<file path="src/asff_pkg.sv">
// Constants, register map and types for the ADC serial frame formatter
package asff_pkg;
    // ------------------------------------------------------------
    // Frame geometry
    // ------------------------------------------------------------
    localparam int unsigned NUM_CH = 4;
    localparam logic [2:0] WORDS_FULL = 3'd6;
    localparam logic [2:0] WORDS_DROP_CRC = 3'd5;
    localparam logic [2:0] WORDS_STBY_CRC = 3'd2;
    localparam logic [2:0] WORDS_STBY = 3'd1;
    localparam logic [2:0] WORD_IDX_MAX = 3'd7;
    localparam logic [5:0] WL_BITS_16 = 6'd16;
    localparam logic [5:0] WL_BITS_24 = 6'd24;
    localparam logic [5:0] WL_BITS_32 = 6'd32;
    localparam int unsigned SYNC_WIDTH = 5;
    localparam logic [1:0] SETTLE_DONE = 2'd3;

    // ------------------------------------------------------------
    // Register byte offsets
    // ------------------------------------------------------------
    localparam logic [7:0] REG_CONFIG = 8'h00;
    localparam logic [7:0] REG_IRQ_STATUS = 8'h04;
    localparam logic [7:0] REG_IRQ_MASK = 8'h08;
    localparam logic [7:0] REG_MONITOR = 8'h0c;
    localparam logic [7:0] REG_RESPONSE = 8'h10;
    localparam logic [7:0] REG_COMMAND = 8'h14;
    localparam logic [7:0] REG_RX_CHECK = 8'h18;
    localparam logic [7:0] REG_TX_CHECK = 8'h1c;
    localparam logic [7:0] REG_INFO = 8'h20;
    localparam logic [7:0] REG_CHAN_BASE = 8'h24;
    localparam logic [7:0] REG_CHAN_LAST = 8'h30;

    // Field positions
    localparam int unsigned CFG_FIXED_BIT = 0;
    localparam int unsigned CFG_CRC_BIT = 1;
    localparam int unsigned CFG_POWER_BIT = 2;
    localparam int unsigned IRQ_FRAME_BIT = 0;
    localparam int unsigned IRQ_CMD_BIT = 1;
    localparam int unsigned IRQ_CHECK_BIT = 2;
    localparam int unsigned IRQ_WIDTH = 3;

    // Reset values
    localparam logic CFG_FIXED_RST = 1'b0;
    localparam logic CFG_CRC_RST = 1'b0;
    localparam logic CFG_POWER_RST = 1'b0;

    typedef enum logic [1:0] {
        WL_CODE_16,
        WL_CODE_24,
        WL_CODE_32
    } asff_wl_t;

    typedef enum logic {
        ST_IDLE,
        ST_SHIFT
    } asff_state_t;
endpackage

</file>
<file path="src/asff_formatter.sv">
// Serial frame formatter of a four-channel converter with APB registers
//
// The register offsets and the APB register port were chosen for this implementation.
`timescale 1ns/1ps
module asff_formatter
    import asff_pkg::*;
(
    input wire logic i_clock, // 40 MHz system clock
    input wire logic i_arst_n, // Async reset, active low
    input wire logic i_sclk, // Serial clock from host
    input wire logic i_cs_n, // Chip select, active low
    input wire logic i_din, // Serial data in
    output logic o_dout, // Serial data out
    output logic o_dout_oe_n, // Data out enable, low while driving
    input wire logic i_word_length_strap_hi, // Strap sensed high
    input wire logic i_word_length_strap_lo, // Strap sensed low
    input wire logic i_psel, // APB select
    input wire logic i_penable, // APB enable
    input wire logic i_pwrite, // APB direction
    input wire logic [7:0] i_paddr, // APB byte address
    input wire logic [31:0] i_pwdata, // APB write data
    output logic [31:0] o_prdata, // APB read data
    output logic o_pready, // APB ready
    output logic o_pslverr, // APB error on unmapped address
    output logic o_irq // Interrupt, active high level
);
    // ------------------------------------------------------------
    // Functions
    // ------------------------------------------------------------
    function automatic asff_wl_t strap_decode(input logic hi, input logic lo);
        if (hi && !lo) begin
            return WL_CODE_32;
        end else if (lo && !hi) begin
            return WL_CODE_24;
        end
        return WL_CODE_16;
    endfunction

    function automatic logic [5:0] wl_bits(input asff_wl_t code);
        case (code)
            WL_CODE_32: return WL_BITS_32;
            WL_CODE_24: return WL_BITS_24;
            default: return WL_BITS_16;
        endcase
    endfunction

    function automatic logic [2:0] word_count(input logic fixed, input logic crc,
                                              input logic power);
        if (fixed || (power && crc)) begin
            return WORDS_FULL;
        end else if (power) begin
            return WORDS_DROP_CRC;
        end else if (crc) begin
            return WORDS_STBY_CRC;
        end
        return WORDS_STBY;
    endfunction

    function automatic logic [15:0] top16(input logic [31:0] rx, input asff_wl_t code);
        case (code)
            WL_CODE_32: return rx[31:16];
            WL_CODE_24: return rx[23:8];
            default: return rx[15:0];
        endcase
    endfunction

    // ------------------------------------------------------------
    // Pin synchronisation and edges
    // ------------------------------------------------------------
    logic sclk_s, cs_n_s, din_s, hi_s, lo_s;
    logic sclk_d, cs_n_d;

    asff_sync #(.WIDTH(SYNC_WIDTH)) u_sync (
        .i_clock(i_clock),
        .i_arst_n(i_arst_n),
        .i_async({i_sclk, i_cs_n, i_din, i_word_length_strap_hi, i_word_length_strap_lo}),
        .o_sync({sclk_s, cs_n_s, din_s, hi_s, lo_s})
    );

    always_ff @(posedge i_clock or negedge i_arst_n) begin
        if (!i_arst_n) begin
            sclk_d <= 1'b0;
            cs_n_d <= 1'b1;
        end else begin
            sclk_d <= sclk_s;
            cs_n_d <= cs_n_s;
        end
    end

    logic sclk_rise, sclk_fall, cs_fall, cs_rise;
    assign sclk_rise = sclk_s && !sclk_d;
    assign sclk_fall = !sclk_s && sclk_d;
    assign cs_fall = !cs_n_s && cs_n_d;
    assign cs_rise = cs_n_s && !cs_n_d;

    // ------------------------------------------------------------
    // Word-length strap capture
    // ------------------------------------------------------------
    logic [1:0] settle;
    logic strap_taken;
    asff_wl_t wl_code;
    logic [5:0] wl;

    always_ff @(posedge i_clock or negedge i_arst_n) begin
        if (!i_arst_n) begin
            settle <= '0;
            strap_taken <= 1'b0;
            wl_code <= WL_CODE_16;
        end else if (!strap_taken) begin
            if (settle == SETTLE_DONE) begin
                strap_taken <= 1'b1;
                wl_code <= strap_decode(hi_s, lo_s);
            end else begin
                settle <= settle + 2'd1;
            end
        end
    end
    assign wl = wl_bits(wl_code);

    // ------------------------------------------------------------
    // Registers
    // ------------------------------------------------------------
    logic cfg_fixed, cfg_crc, cfg_power;
    logic [IRQ_WIDTH-1:0] irq_status, irq_mask, irq_event;
    logic [15:0] monitor, response, command, rx_check, tx_check;
    logic resp_pending;
    logic [23:0] chan [NUM_CH];
    logic [15:0] status16;
    logic wr_en, setup;
    logic [31:0] rd_data;
    logic rd_hit;
    asff_state_t state;
    logic [2:0] word_idx, frame_words, done_idx;
    logic [5:0] bit_cnt;
    logic [31:0] rx_shift, tx_shift, next_slot;
    logic frame_crc, frame_power, load_pending, word_done;
    logic frame_start;
    logic [15:0] cmd_word;

    assign setup = i_psel && !i_penable;
    assign wr_en = i_psel && i_penable && i_pwrite && rd_hit;
    assign status16 = resp_pending ? response : monitor;
    assign frame_start = (state == ST_IDLE) && cs_fall && strap_taken;

    always_ff @(posedge i_clock or negedge i_arst_n) begin
        if (!i_arst_n) begin
            cfg_fixed <= CFG_FIXED_RST;
            cfg_crc <= CFG_CRC_RST;
            cfg_power <= CFG_POWER_RST;
            irq_mask <= '0;
            monitor <= '0;
            response <= '0;
            tx_check <= '0;
            for (int i = 0; i < NUM_CH; i++) begin
                chan[i] <= '0;
            end
        end else if (wr_en) begin
            case (i_paddr)
                REG_CONFIG: begin
                    cfg_fixed <= i_pwdata[CFG_FIXED_BIT];
                    cfg_crc <= i_pwdata[CFG_CRC_BIT];
                    cfg_power <= i_pwdata[CFG_POWER_BIT];
                end
                REG_IRQ_MASK: irq_mask <= i_pwdata[IRQ_WIDTH-1:0];
                REG_MONITOR: monitor <= i_pwdata[15:0];
                REG_RESPONSE: response <= i_pwdata[15:0];
                REG_TX_CHECK: tx_check <= i_pwdata[15:0];
                default: begin
                    if (i_paddr >= REG_CHAN_BASE) begin
                        chan[2'((i_paddr - REG_CHAN_BASE) >> 2)] <= i_pwdata[23:0];
                    end
                end
            endcase
        end
    end

    // Response waits for the next frame; a new write wins over the clear
    always_ff @(posedge i_clock or negedge i_arst_n) begin
        if (!i_arst_n) begin
            resp_pending <= 1'b0;
        end else if (wr_en && i_paddr == REG_RESPONSE) begin
            resp_pending <= 1'b1;
        end else if (frame_start) begin
            resp_pending <= 1'b0;
        end
    end

    // Sticky events, write one to clear, set wins
    always_ff @(posedge i_clock or negedge i_arst_n) begin
        if (!i_arst_n) begin
            irq_status <= '0;
        end else if (wr_en && i_paddr == REG_IRQ_STATUS) begin
            irq_status <= (irq_status & ~i_pwdata[IRQ_WIDTH-1:0]) | irq_event;
        end else begin
            irq_status <= irq_status | irq_event;
        end
    end
    assign o_irq = |(irq_status & irq_mask);

    always_comb begin
        rd_data = '0;
        rd_hit = 1'b1;
        case (i_paddr)
            REG_CONFIG: rd_data = {29'h0, cfg_power, cfg_crc, cfg_fixed};
            REG_IRQ_STATUS: rd_data = {29'h0, irq_status};
            REG_IRQ_MASK: rd_data = {29'h0, irq_mask};
            REG_MONITOR: rd_data = {16'h0, monitor};
            REG_RESPONSE: rd_data = {15'h0, resp_pending, response};
            REG_COMMAND: rd_data = {16'h0, command};
            REG_RX_CHECK: rd_data = {16'h0, rx_check};
            REG_TX_CHECK: rd_data = {16'h0, tx_check};
            REG_INFO: rd_data = {24'h0, strap_taken, (state == ST_SHIFT), wl};
            default: begin
                if (i_paddr >= REG_CHAN_BASE && i_paddr <= REG_CHAN_LAST &&
                    i_paddr[1:0] == 2'b00) begin
                    rd_data = {8'h0, chan[2'((i_paddr - REG_CHAN_BASE) >> 2)]};
                end else begin
                    rd_hit = 1'b0;
                end
            end
        endcase
    end

    // Read data and error are registered in the setup phase
    always_ff @(posedge i_clock or negedge i_arst_n) begin
        if (!i_arst_n) begin
            o_prdata <= '0;
            o_pslverr <= 1'b0;
        end else if (setup) begin
            o_prdata <= i_pwrite ? 32'h0 : rd_data;
            o_pslverr <= !rd_hit;
        end
    end
    assign o_pready = 1'b1;

    // ------------------------------------------------------------
    // Output slot contents
    // ------------------------------------------------------------
    always_comb begin
        next_slot = '0;
        if (word_idx == 3'd0) begin
            next_slot = {status16, 16'h0};
        end else if (word_idx >= frame_words) begin
            next_slot = '0;
        end else if (frame_crc && word_idx == frame_words - 3'd1) begin
            next_slot = {tx_check, 16'h0};
        end else if (frame_power && word_idx <= 3'(NUM_CH)) begin
            next_slot = {chan[2'(word_idx - 3'd1)], 8'h0};
        end
    end

    // ------------------------------------------------------------
    // Frame engine
    // ------------------------------------------------------------
    always_ff @(posedge i_clock or negedge i_arst_n) begin
        if (!i_arst_n) begin
            state <= ST_IDLE;
            word_idx <= '0;
            bit_cnt <= '0;
            rx_shift <= '0;
            tx_shift <= '0;
            frame_words <= WORDS_STBY;
            frame_crc <= 1'b0;
            frame_power <= 1'b0;
            load_pending <= 1'b0;
            word_done <= 1'b0;
            done_idx <= '0;
        end else begin
            word_done <= 1'b0;
            case (state)
                ST_IDLE: begin
                    if (frame_start) begin
                        state <= ST_SHIFT;
                        bit_cnt <= '0;
                        frame_words <= word_count(cfg_fixed, cfg_crc,
                                                  cfg_power);
                        frame_crc <= cfg_crc;
                        frame_power <= cfg_power;
                        tx_shift <= next_slot;
                        load_pending <= 1'b0;
                    end
                end
                ST_SHIFT: begin
                    if (cs_rise) begin
                        state <= ST_IDLE;
                        word_idx <= '0;
                        tx_shift <= '0;
                    end else begin
                        if (sclk_rise) begin
                            rx_shift <= {rx_shift[30:0], din_s};
                            if (bit_cnt == wl - 6'd1) begin
                                bit_cnt <= '0;
                                word_done <= 1'b1;
                                done_idx <= word_idx;
                                load_pending <= 1'b1;
                                if (word_idx != WORD_IDX_MAX) begin
                                    word_idx <= word_idx + 3'd1;
                                end
                            end else begin
                                bit_cnt <= bit_cnt + 6'd1;
                            end
                        end
                        if (sclk_fall) begin
                            if (load_pending) begin
                                tx_shift <= next_slot;
                                load_pending <= 1'b0;
                            end else begin
                                tx_shift <= {tx_shift[30:0], 1'b0};
                            end
                        end
                    end
                end
                default: state <= ST_IDLE;
            endcase
        end
    end
    assign o_dout = tx_shift[31];
    assign o_dout_oe_n = (state != ST_SHIFT);

    // ------------------------------------------------------------
    // Input word capture and events
    // ------------------------------------------------------------
    assign cmd_word = top16(rx_shift, wl_code);

    always_ff @(posedge i_clock or negedge i_arst_n) begin
        if (!i_arst_n) begin
            command <= '0;
            rx_check <= '0;
        end else if (word_done) begin
            if (done_idx == 3'd0) begin
                command <= cmd_word;
            end
            if (frame_crc && done_idx == frame_words - 3'd1) begin
                rx_check <= cmd_word;
            end
        end
    end

    always_comb begin
        irq_event = '0;
        irq_event[IRQ_FRAME_BIT] = (state == ST_SHIFT) && cs_rise;
        irq_event[IRQ_CMD_BIT] = word_done && (done_idx == 3'd0);
        irq_event[IRQ_CHECK_BIT] = word_done && frame_crc && (done_idx == frame_words - 3'd1);
    end

    logic slot_load;
    assign slot_load = (state == ST_SHIFT) && !cs_rise && sclk_fall && load_pending;
endmodule

</file>
<file path="src/asff_sync.sv">
// Two-stage synchroniser for asynchronous pin inputs
`timescale 1ns/1ps
module asff_sync #(
    parameter int unsigned WIDTH = 1
) (
    input wire logic i_clock, // System clock
    input wire logic i_arst_n, // Async reset, active low
    input wire logic [WIDTH-1:0] i_async, // Asynchronous inputs
    output logic [WIDTH-1:0] o_sync // Synchronised outputs
);
    logic [WIDTH-1:0] stage1;

    always_ff @(posedge i_clock or negedge i_arst_n) begin
        if (!i_arst_n) begin
            stage1 <= '0;
            o_sync <= '0;
        end else begin
            stage1 <= i_async;
            o_sync <= stage1;
        end
    end
endmodule

</file>
<file path="config.mk">
export PLATFORM = sky130hd
export DESIGN_NAME = asff_formatter
export DESIGN_NICKNAME = d
export VERILOG_FILES = /design/src/asff_pkg.sv /design/src/asff_formatter.sv /design/src/asff_sync.sv
export SDC_FILE = /design/constraint.sdc
export NUM_CORES = 1
export LEC_CHECK = 0
export BUFFER_PORTS_ARGS = -buffer_cell sky130_fd_sc_hd__buf_2
export CAP_MARGIN = 15
export CORE_MARGIN = 5
export CORE_UTILIZATION = 66
export DETAILED_ROUTE_END_ITERATION = 6
export PLACE_DENSITY = 0.95
export SLEW_MARGIN = 25
export SYNTH_ARGS = -nofsm -noshare
export SYNTH_HDL_FRONTEND = slang
export SYNTH_HIERARCHICAL = 1
export SYNTH_SLANG_ARGS = --single-unit
</file>
<file path="constraint.sdc">
create_clock -name i_clock -period 6.35 [get_ports i_clock]
set_input_delay 0 -clock i_clock [delete_from_list [all_inputs] [get_ports i_clock]]
set_output_delay 0 -clock i_clock [all_outputs]
set_load 0.02 [all_outputs]
</file>
==> summary.md, run 1 <==
| Metric | Value |
|---|---|
| Power density cells | `about 260 nW/um^2` |
| Buffers & Inverters on Critical Path | `3` |
| Most used cell, CP | `buf_4` |
| Setup TNS Final | `0 ps` |
| Residual DRC | `2` |
| Final non-filler cell total | `1567` |
| DIE AREA | `~26000 um^2` |
| Number of enable flip-flop cells after synthesis | `0` |
| Combinational power share | `around a tenth` |
| Diodes inserted | `0` |
| Reg power frac | `a little under 50%` |
| Drt first-iter violations | `~1800` |
| Die width | `~160 um` |
| Slew Limit Headroom | `22.2%` |
| Post-CTS sizing | `0` |
| Initial antenna violation count | `0` |
| Via count of the first global-routing pass | `approximately 12000` |
| Via Count | `11500` |
| Synth area leader | `dfrtp_1` |
| Via/cell ratio | `7.31` |
| Seq/Total Area, Yosys | `just over 50%` |
| Internal | `roughly 3.2 mW` |
| Initial Util | `roughly two thirds` |
| H-tree levels | `1` |
| Post-Place Cells | `1482` |
| Clock share of power | `approximately 40%` |
| Fillcell total | `between 1000 and 1500` |
| Lkg Pwr | `roughly 7.6 nW` |
| Asr flop ratio synth | `between 90% and 100%` |
| Clock Latency Late Sink | `about 580 ps` |
| Share of the synthesized area in the top cell type | `approximately half` |
| First-pass GRT wire length | `67.3 mm` |
| Placer Congestion | `0.933` |
| Crit path max-delay family | `simple AND/OR/NAND/NOR gates` |
| Tmin final | `2880 ps` |
| Max Fclk | `347 MHz` |
| #FFs+latches synth | `304` |
| Combined area of all synthesized cells | `14900 um^2` |
| Post-CTS Setup Bufs | `0` |
| Synth unique cells | `63` |
| Final Cycle Share | `45.3%` |
| Gr ovfl total | `0` |
| Routed wire length | `between 40 and 50 mm` |
| Clock slew at reported path FFs | `70 ps` |
| Measured slew at the worst slew-check pin | `between 1000 and 1500 ps` |
| Share of layout cells above drive strength 1 | `31.2%` |
| Area delta synth->final | `11.7%` |
| Port buffer count | `69` |
| Worst setup EP type | `register` |
| CTS Buffer Depth | `3` |
| Layout Utilization | `74.1%` |
| Largest net degree at the start of global routing | `~190` |
| I/O pin count | `87` |
| Cell count after synthesis | `roughly 1200` |
| Antenna viol nets, final | `0` |
| CTS tree | `yes` |
| Slowest stage delay, CP | `between 700 and 800 ps` |
| Critical path class | `in -> reg` |
| Power Total | `between 4 and 5 mW` |
| Post-layout net count | `~1300` |
| Max FO, Critical Path | `27` |
| Synth warnings | `6` |
| RSZ-0062 raised after global routing | `no` |
| Final Max Tran Viols | `0` |
| Clock Sinks | `304` |
| Core area | `roughly 22000 um^2` |
| WP data arrival | `between 3000 and 4000 ps` |
| Crit start category | `primary input` |
| Status | `finished, violations left` |
| Req. time, crit path | `6780 ps` |
| TritonRoute pass-1 iters | `7` |
| Clock root buffer | `clkbuf_16` |
| MaxCap Viol Count | `0` |
| Fin. Hold Viols | `0` |
| Synthesized area per cell | `12.4 um^2` |
| Count of final setup violators | `0` |
| Post-DP HPWL | `approximately 25 mm` |
| Area contributors post-synth | `dfrtp_1, mux2_2, mux4_2` |
| Hold-fix buffers, CTS | `31` |
| Switching part of the total power | `25.9%` |
| Violated checks | `DRC` |
| VDD IR-drop max | `0.000265 V` |
| Top FF cell, synth | `dfrtp_1` |
| DR WL/cell | `27.6 um` |
| Slowest CP cell | `nor2b_2` |
| Min-delay worst type | `in -> reg` |
| Die Ht | `between 150 and 200 um` |
| Net Sw Power | `1.13 mW` |
| Skew final | `between 30 and 40 ps` |
| Critical path cell sequence | `buf_2 -> buf_4 -> ha_1 -> buf_4 -> nor2b_2 -> and3_1 -> nand2_1 -> mux2_2` |
| Row cnt | `55` |
| Tot GR Track Use | `33.1%` |
| Number of buffers created by CTS | `30` |
## flip-flops by register name, summed over array words and instances (netlist names), 16 cells and up
signal,count
command,16
rx_shift,32
tx_shift,24
rx_check,16
response,16
monitor,16
chan,96
o_prdata,24
tx_check,16
## per-layer routing
layer	vias to the layer above	wire length (um)	GRT usage, %
met5	-	0	0
met4	0	3110	18.9
met3	294	5050	8.13
met2	987	20500	53.8
met1	5632	14600	40.8
li1	4540	-	-
## through the flow
step                      cell area, um^2  hold slack, ps  setup slack, ps
after floorplan                     14900            -296             3910
after global placement              15300             108             2980
after detailed placement            15300             110             2810
after CTS                           16600            26.1             3320
after global routing                16600            49.9             3400
final                               16600            51.8             3470
## final timing paths
kind / startpoint / end / slack (ps) / cells after the start
min: i_paddr[7] / o_pslverr / 50 / 4
max reg2reg: frame_words[0] / tx_shift[23] / 3490 / 7
min in group asynchronous: i_arst_n / rx_check[8] / 140 / 2
min reg2reg: u_sync/stage1[3] / u_sync/o_sync[3] / 360 / 0
max: i_paddr[2] / monitor[7] / 3470 / 8
max in group asynchronous: i_arst_n / chan[68] / 4760 / 4
## cells in the mapped netlist (18+ instances only)
master,number
nand2_1,102
buf_2,24
a21bo_2,18
nor2_1,56
a21oi_1,33
mux2i_1,33
mux2_2,187
clkbuf_1,43
dfrtp_1,302
mux4_2,48
a31oi_1,18
a22oi_1,63
o21ai_0,55
## cell type report
class,count,area (um^2),share of cell area [%]
inverters,17,63.8,0.384
clock inverters,3,76.3,0.459
well taps,285,357,2.15
multi-input cells,791,6810,41.0
flip-flops and latches,304,7610,45.8
clock buffers,50,876,5.27
repair buffers,117,826,4.97
## worst reg2reg max path: cells and delay by family, from the launching register on
kind	cells	cell delay [ps]
AOI/OAI and AO/OA	1	250
xor gates and xnor gates	1	370
buffers and inverters	1	70
adders and majority gates	1	220
DFF	1	550
and+or+nand+nor	3	1340
## layout by cell type, fill, tap and decap left out, drive strengths merged, types with 4 or more instances in the layout
cell type and instances:
nor2b 6, o21ai 65, ha 17, conb 9
buf 86, nand3 12, nand2b 6, a21oi 33
nand3b 5, a22oi 63, nor4b 4, nand2 106
mux2i 33, clkbuf 50, xnor2 9, a22o 12
inv 17, a31oi 18, mux2 194, a21bo 18
nor2 57, dfrtp 302, a221oi 5, dlygate4sd3 31
nor3 6, mux4 48, a211oi 17, o221ai 5
nand4b 7
## cells by family after synthesis
kind of cell    Yosys count  share of synthesized area (%)
flops                   304                           51.2
simple gates            224                           7.29
xor+xnor                 13                          0.867
fa+ha+maj                17                           1.43
other cells               2                         0.0505
buf+inv                 110                           3.43
mux                     275                           24.2
compound gates          253                           11.6
## power by group through the flow
stage / Sequential, mW / Clock [mW] / Combinational (mW)
after floorplan: 2.11 / 0 / 0.277
after global placement: 2.13 / 0 / 0.388
after detailed placement: 2.14 / 0 / 0.409
after CTS: 2.11 / 1.75 / 0.433
after global routing: 2.13 / 1.85 / 0.488
final: 2.12 / 1.77 / 0.459
Power figures use the tool's default switching activity.
==> inputs of run 2 (changes only) <==
--- a/config.mk
+++ b/config.mk
@@ -8,9 +8,9 @@
 export BUFFER_PORTS_ARGS = -buffer_cell sky130_fd_sc_hd__buf_2
 export CAP_MARGIN = 15
 export CORE_MARGIN = 5
-export CORE_UTILIZATION = 66
+export CORE_UTILIZATION = 61
 export DETAILED_ROUTE_END_ITERATION = 6
-export PLACE_DENSITY = 0.95
+export PLACE_DENSITY = 0.91
 export SLEW_MARGIN = 25
 export SYNTH_ARGS = -nofsm -noshare
 export SYNTH_HDL_FRONTEND = slang
==> constraint.sdc (replaced) <==
create_clock -name i_clock -period 2.8 [get_ports i_clock]
set_input_delay 0 -clock i_clock [delete_from_list [all_inputs] [get_ports i_clock]]
set_output_delay 0 -clock i_clock [all_outputs]
set_load 0.02 [all_outputs]
==> run 2 against run 1 <==
Compared with the run above:
- the flow now finishes without violations
- total power rose by 130%
- register-to-register slack got worse by 3200 ps
- via count fell by 1.2%
- worst hold slack improved by 6.7 ps
- first-iteration DRC count fell by 17%
- sequential share of layout area fell by 0.85 points
- cell count rose by 4.2%
- core utilization fell by 4.0 points
- largest power group unchanged
- highest routed layer unchanged
==> summary.md, run 2 (synthesized netlist as in run 1, its figures left out) <==
| Metric | Value |
|---|---|
| Row cnt | `57` |
| Gr ovfl total | `0` |
| Clock root buffer | `clkbuf_16` |
| Setup TNS Final | `0 ps` |
| Fin. Hold Viols | `0` |
| Post-CTS Setup Bufs | `0` |
| Post-Place Cells | `roughly 1500` |
| Share of layout cells above drive strength 1 | `32.8%` |
| Max FFs per register | `96` |
| Skew final | `14.6 ps` |
| Lkg Pwr | `7.81 nW` |
| Via count of the first global-routing pass | `~12000` |
| DR WL/cell | `~26 um` |
| R2R Path Start | `frame_words[0]` |
| Post-DP HPWL | `between 20 and 30 mm` |
| CTS tree | `yes` |
| Via/cell ratio | `roughly 6.9` |
| Port buffer count | `69` |
| Commonest non-fill, non-tap cell in the layout | `dfrtp_1` |
| DIE AREA | `about 28000 um^2` |
| Core area | `roughly 24000 um^2` |
| Number of buffers created by CTS | `30` |
| Clock Latency Late Sink | `approximately 560 ps` |
| Final Max Tran Viols | `0` |
| VDD IR-drop max | `0.000577 V` |
| CTS Buffer Depth | `3` |
| Min-delay worst type | `in -> async` |
| H-tree levels | `1` |
| Status | `complete, no violations` |
| Largest net degree at the start of global routing | `96` |
| TritonRoute pass-1 iters | `6` |
| Final Cycle Share | `about nine tenths` |
| Commonest cells after routing, fill and taps aside | `dfrtp_1, mux2_2, nand2_1` |
| Measured slew at the worst slew-check pin | `1140 ps` |
| Clock slew at reported path FFs | `60 ps` |
| Tot GR Track Use | `a little under a third` |
| Final Instance Area | `around 17000 um^2` |
| Placer Congestion | `0.920` |
| Req. time, crit path | `between 3000 and 4000 ps` |
| FF-to-FF End | `tx_shift[25]` |
| Placed Instance Area | `between 15000 and 20000 um^2` |
| Antenna viol nets, final | `0` |
| Worst setup EP type | `register` |
| Drt first-iter violations | `about 1500` |
| Reg-to-reg slack, setup | `approximately 250 ps` |
| Post-layout net count | `about 1400` |
| Layout Utilization | `70.0%` |
| Max FO, Critical Path | `16` |
| Power density cells | `about 590 nW/um^2` |
| Count of final setup violators | `0` |
| Tmin final | `around 2600 ps` |
| Initial Util | `61.5%` |
| RSZ-0062 raised after global routing | `no` |
| Worst reg-to-reg path cell count | `8` |
| Clock Sinks | `304` |
| Slew Limit Headroom | `around a quarter` |
| First-pass GRT wire length | `slightly below 70 mm` |
| Routed wire length | `42.9 mm` |
| Die Ht | `166 um` |
| Crit start category | `register` |
| Die width | `around 170 um` |
| Final non-filler cell total | `1633` |
| Max Fclk | `~400 MHz` |
| Regs by FF count | `chan: 96 flops, rx_shift: 32 flops` |
| Area delta synth->final | `13.9%` |
| I/O pin count | `slightly below 90` |
| WP data arrival | `approximately 3000 ps` |
| Initial antenna violation count | `2` |
| Via Count | `around 11000` |
| MaxCap Viol Count | `0` |
| Critical path class | `reg -> reg` |
| Residual DRC | `0` |
| Biggest register | `chan` |
## run 2: metrics by stage
stage | hold slack, ps | power (mW) | setup WS [ps]
after global routing | 67.4 | 10.3 | 185
after global placement | 79.1 | 5.74 | 417
after floorplan | -296 | 5.42 | 362
after detailed placement | 88.1 | 5.79 | 280
after CTS | 2.47 | 9.97 | 351
final | 58.5 | 10.0 | 249
## run 2: timing repair
| action | in CTS | in global routing |
|---|---|---|
| gates resized for setup | 0 | 0 |
| hold endpoints to repair | 254 | 0 |
| hold buffers | 35 | 0 |
## run 2: worst max-delay path: stages (launching register included)
cell and delay, ps:
dfstp_2 550, inv_1 60, ha_1 220, xor3_1 370, nor4b_2 360, and3b_1 240, buf_4 260, nand2_1 130
a31oi_1 250
## run 2: cell type report
type / instances / area [um^2]
diodes: 2 / 5.00
clock buffers: 47 / 946
well taps: 324 / 405
multi-input cells: 791 / 6790
fillers: 1446 / 7250
flip-flops and latches: 304 / 7610
clock inverters: 6 / 80.1
inverters: 17 / 63.8
repair buffers: 142 / 1030
## run 2: per-layer routing
| metal | GRT usage [%] | share of wire [%] |
|---|---|---|
| met3 | 6.62 | 10 |
| met2 | 48.9 | 48 |
| met5 | 0 | 0 |
| met1 | 38.2 | 35 |
| met4 | 18.8 | 7.0 |
## run 2: power by group
group / switching [mW] / total [mW] / internal, mW
Combinational: 0.621 / 1.05 / 0.428
Clock: 1.71 / 4.19 / 2.48
Sequential: 0.185 / 4.78 / 4.60
## run 2: worst max path at each step
stage / startpoint / endpoint
CTS: frame_words[0] / tx_shift[31]
floorplan: word_idx[0] / tx_shift[14]
global placement: i_paddr[2] / chan[64]
global route: frame_words[0] / tx_shift[25]
detailed placement: i_paddr[2] / chan[62]
finish: frame_words[0] / tx_shift[25]
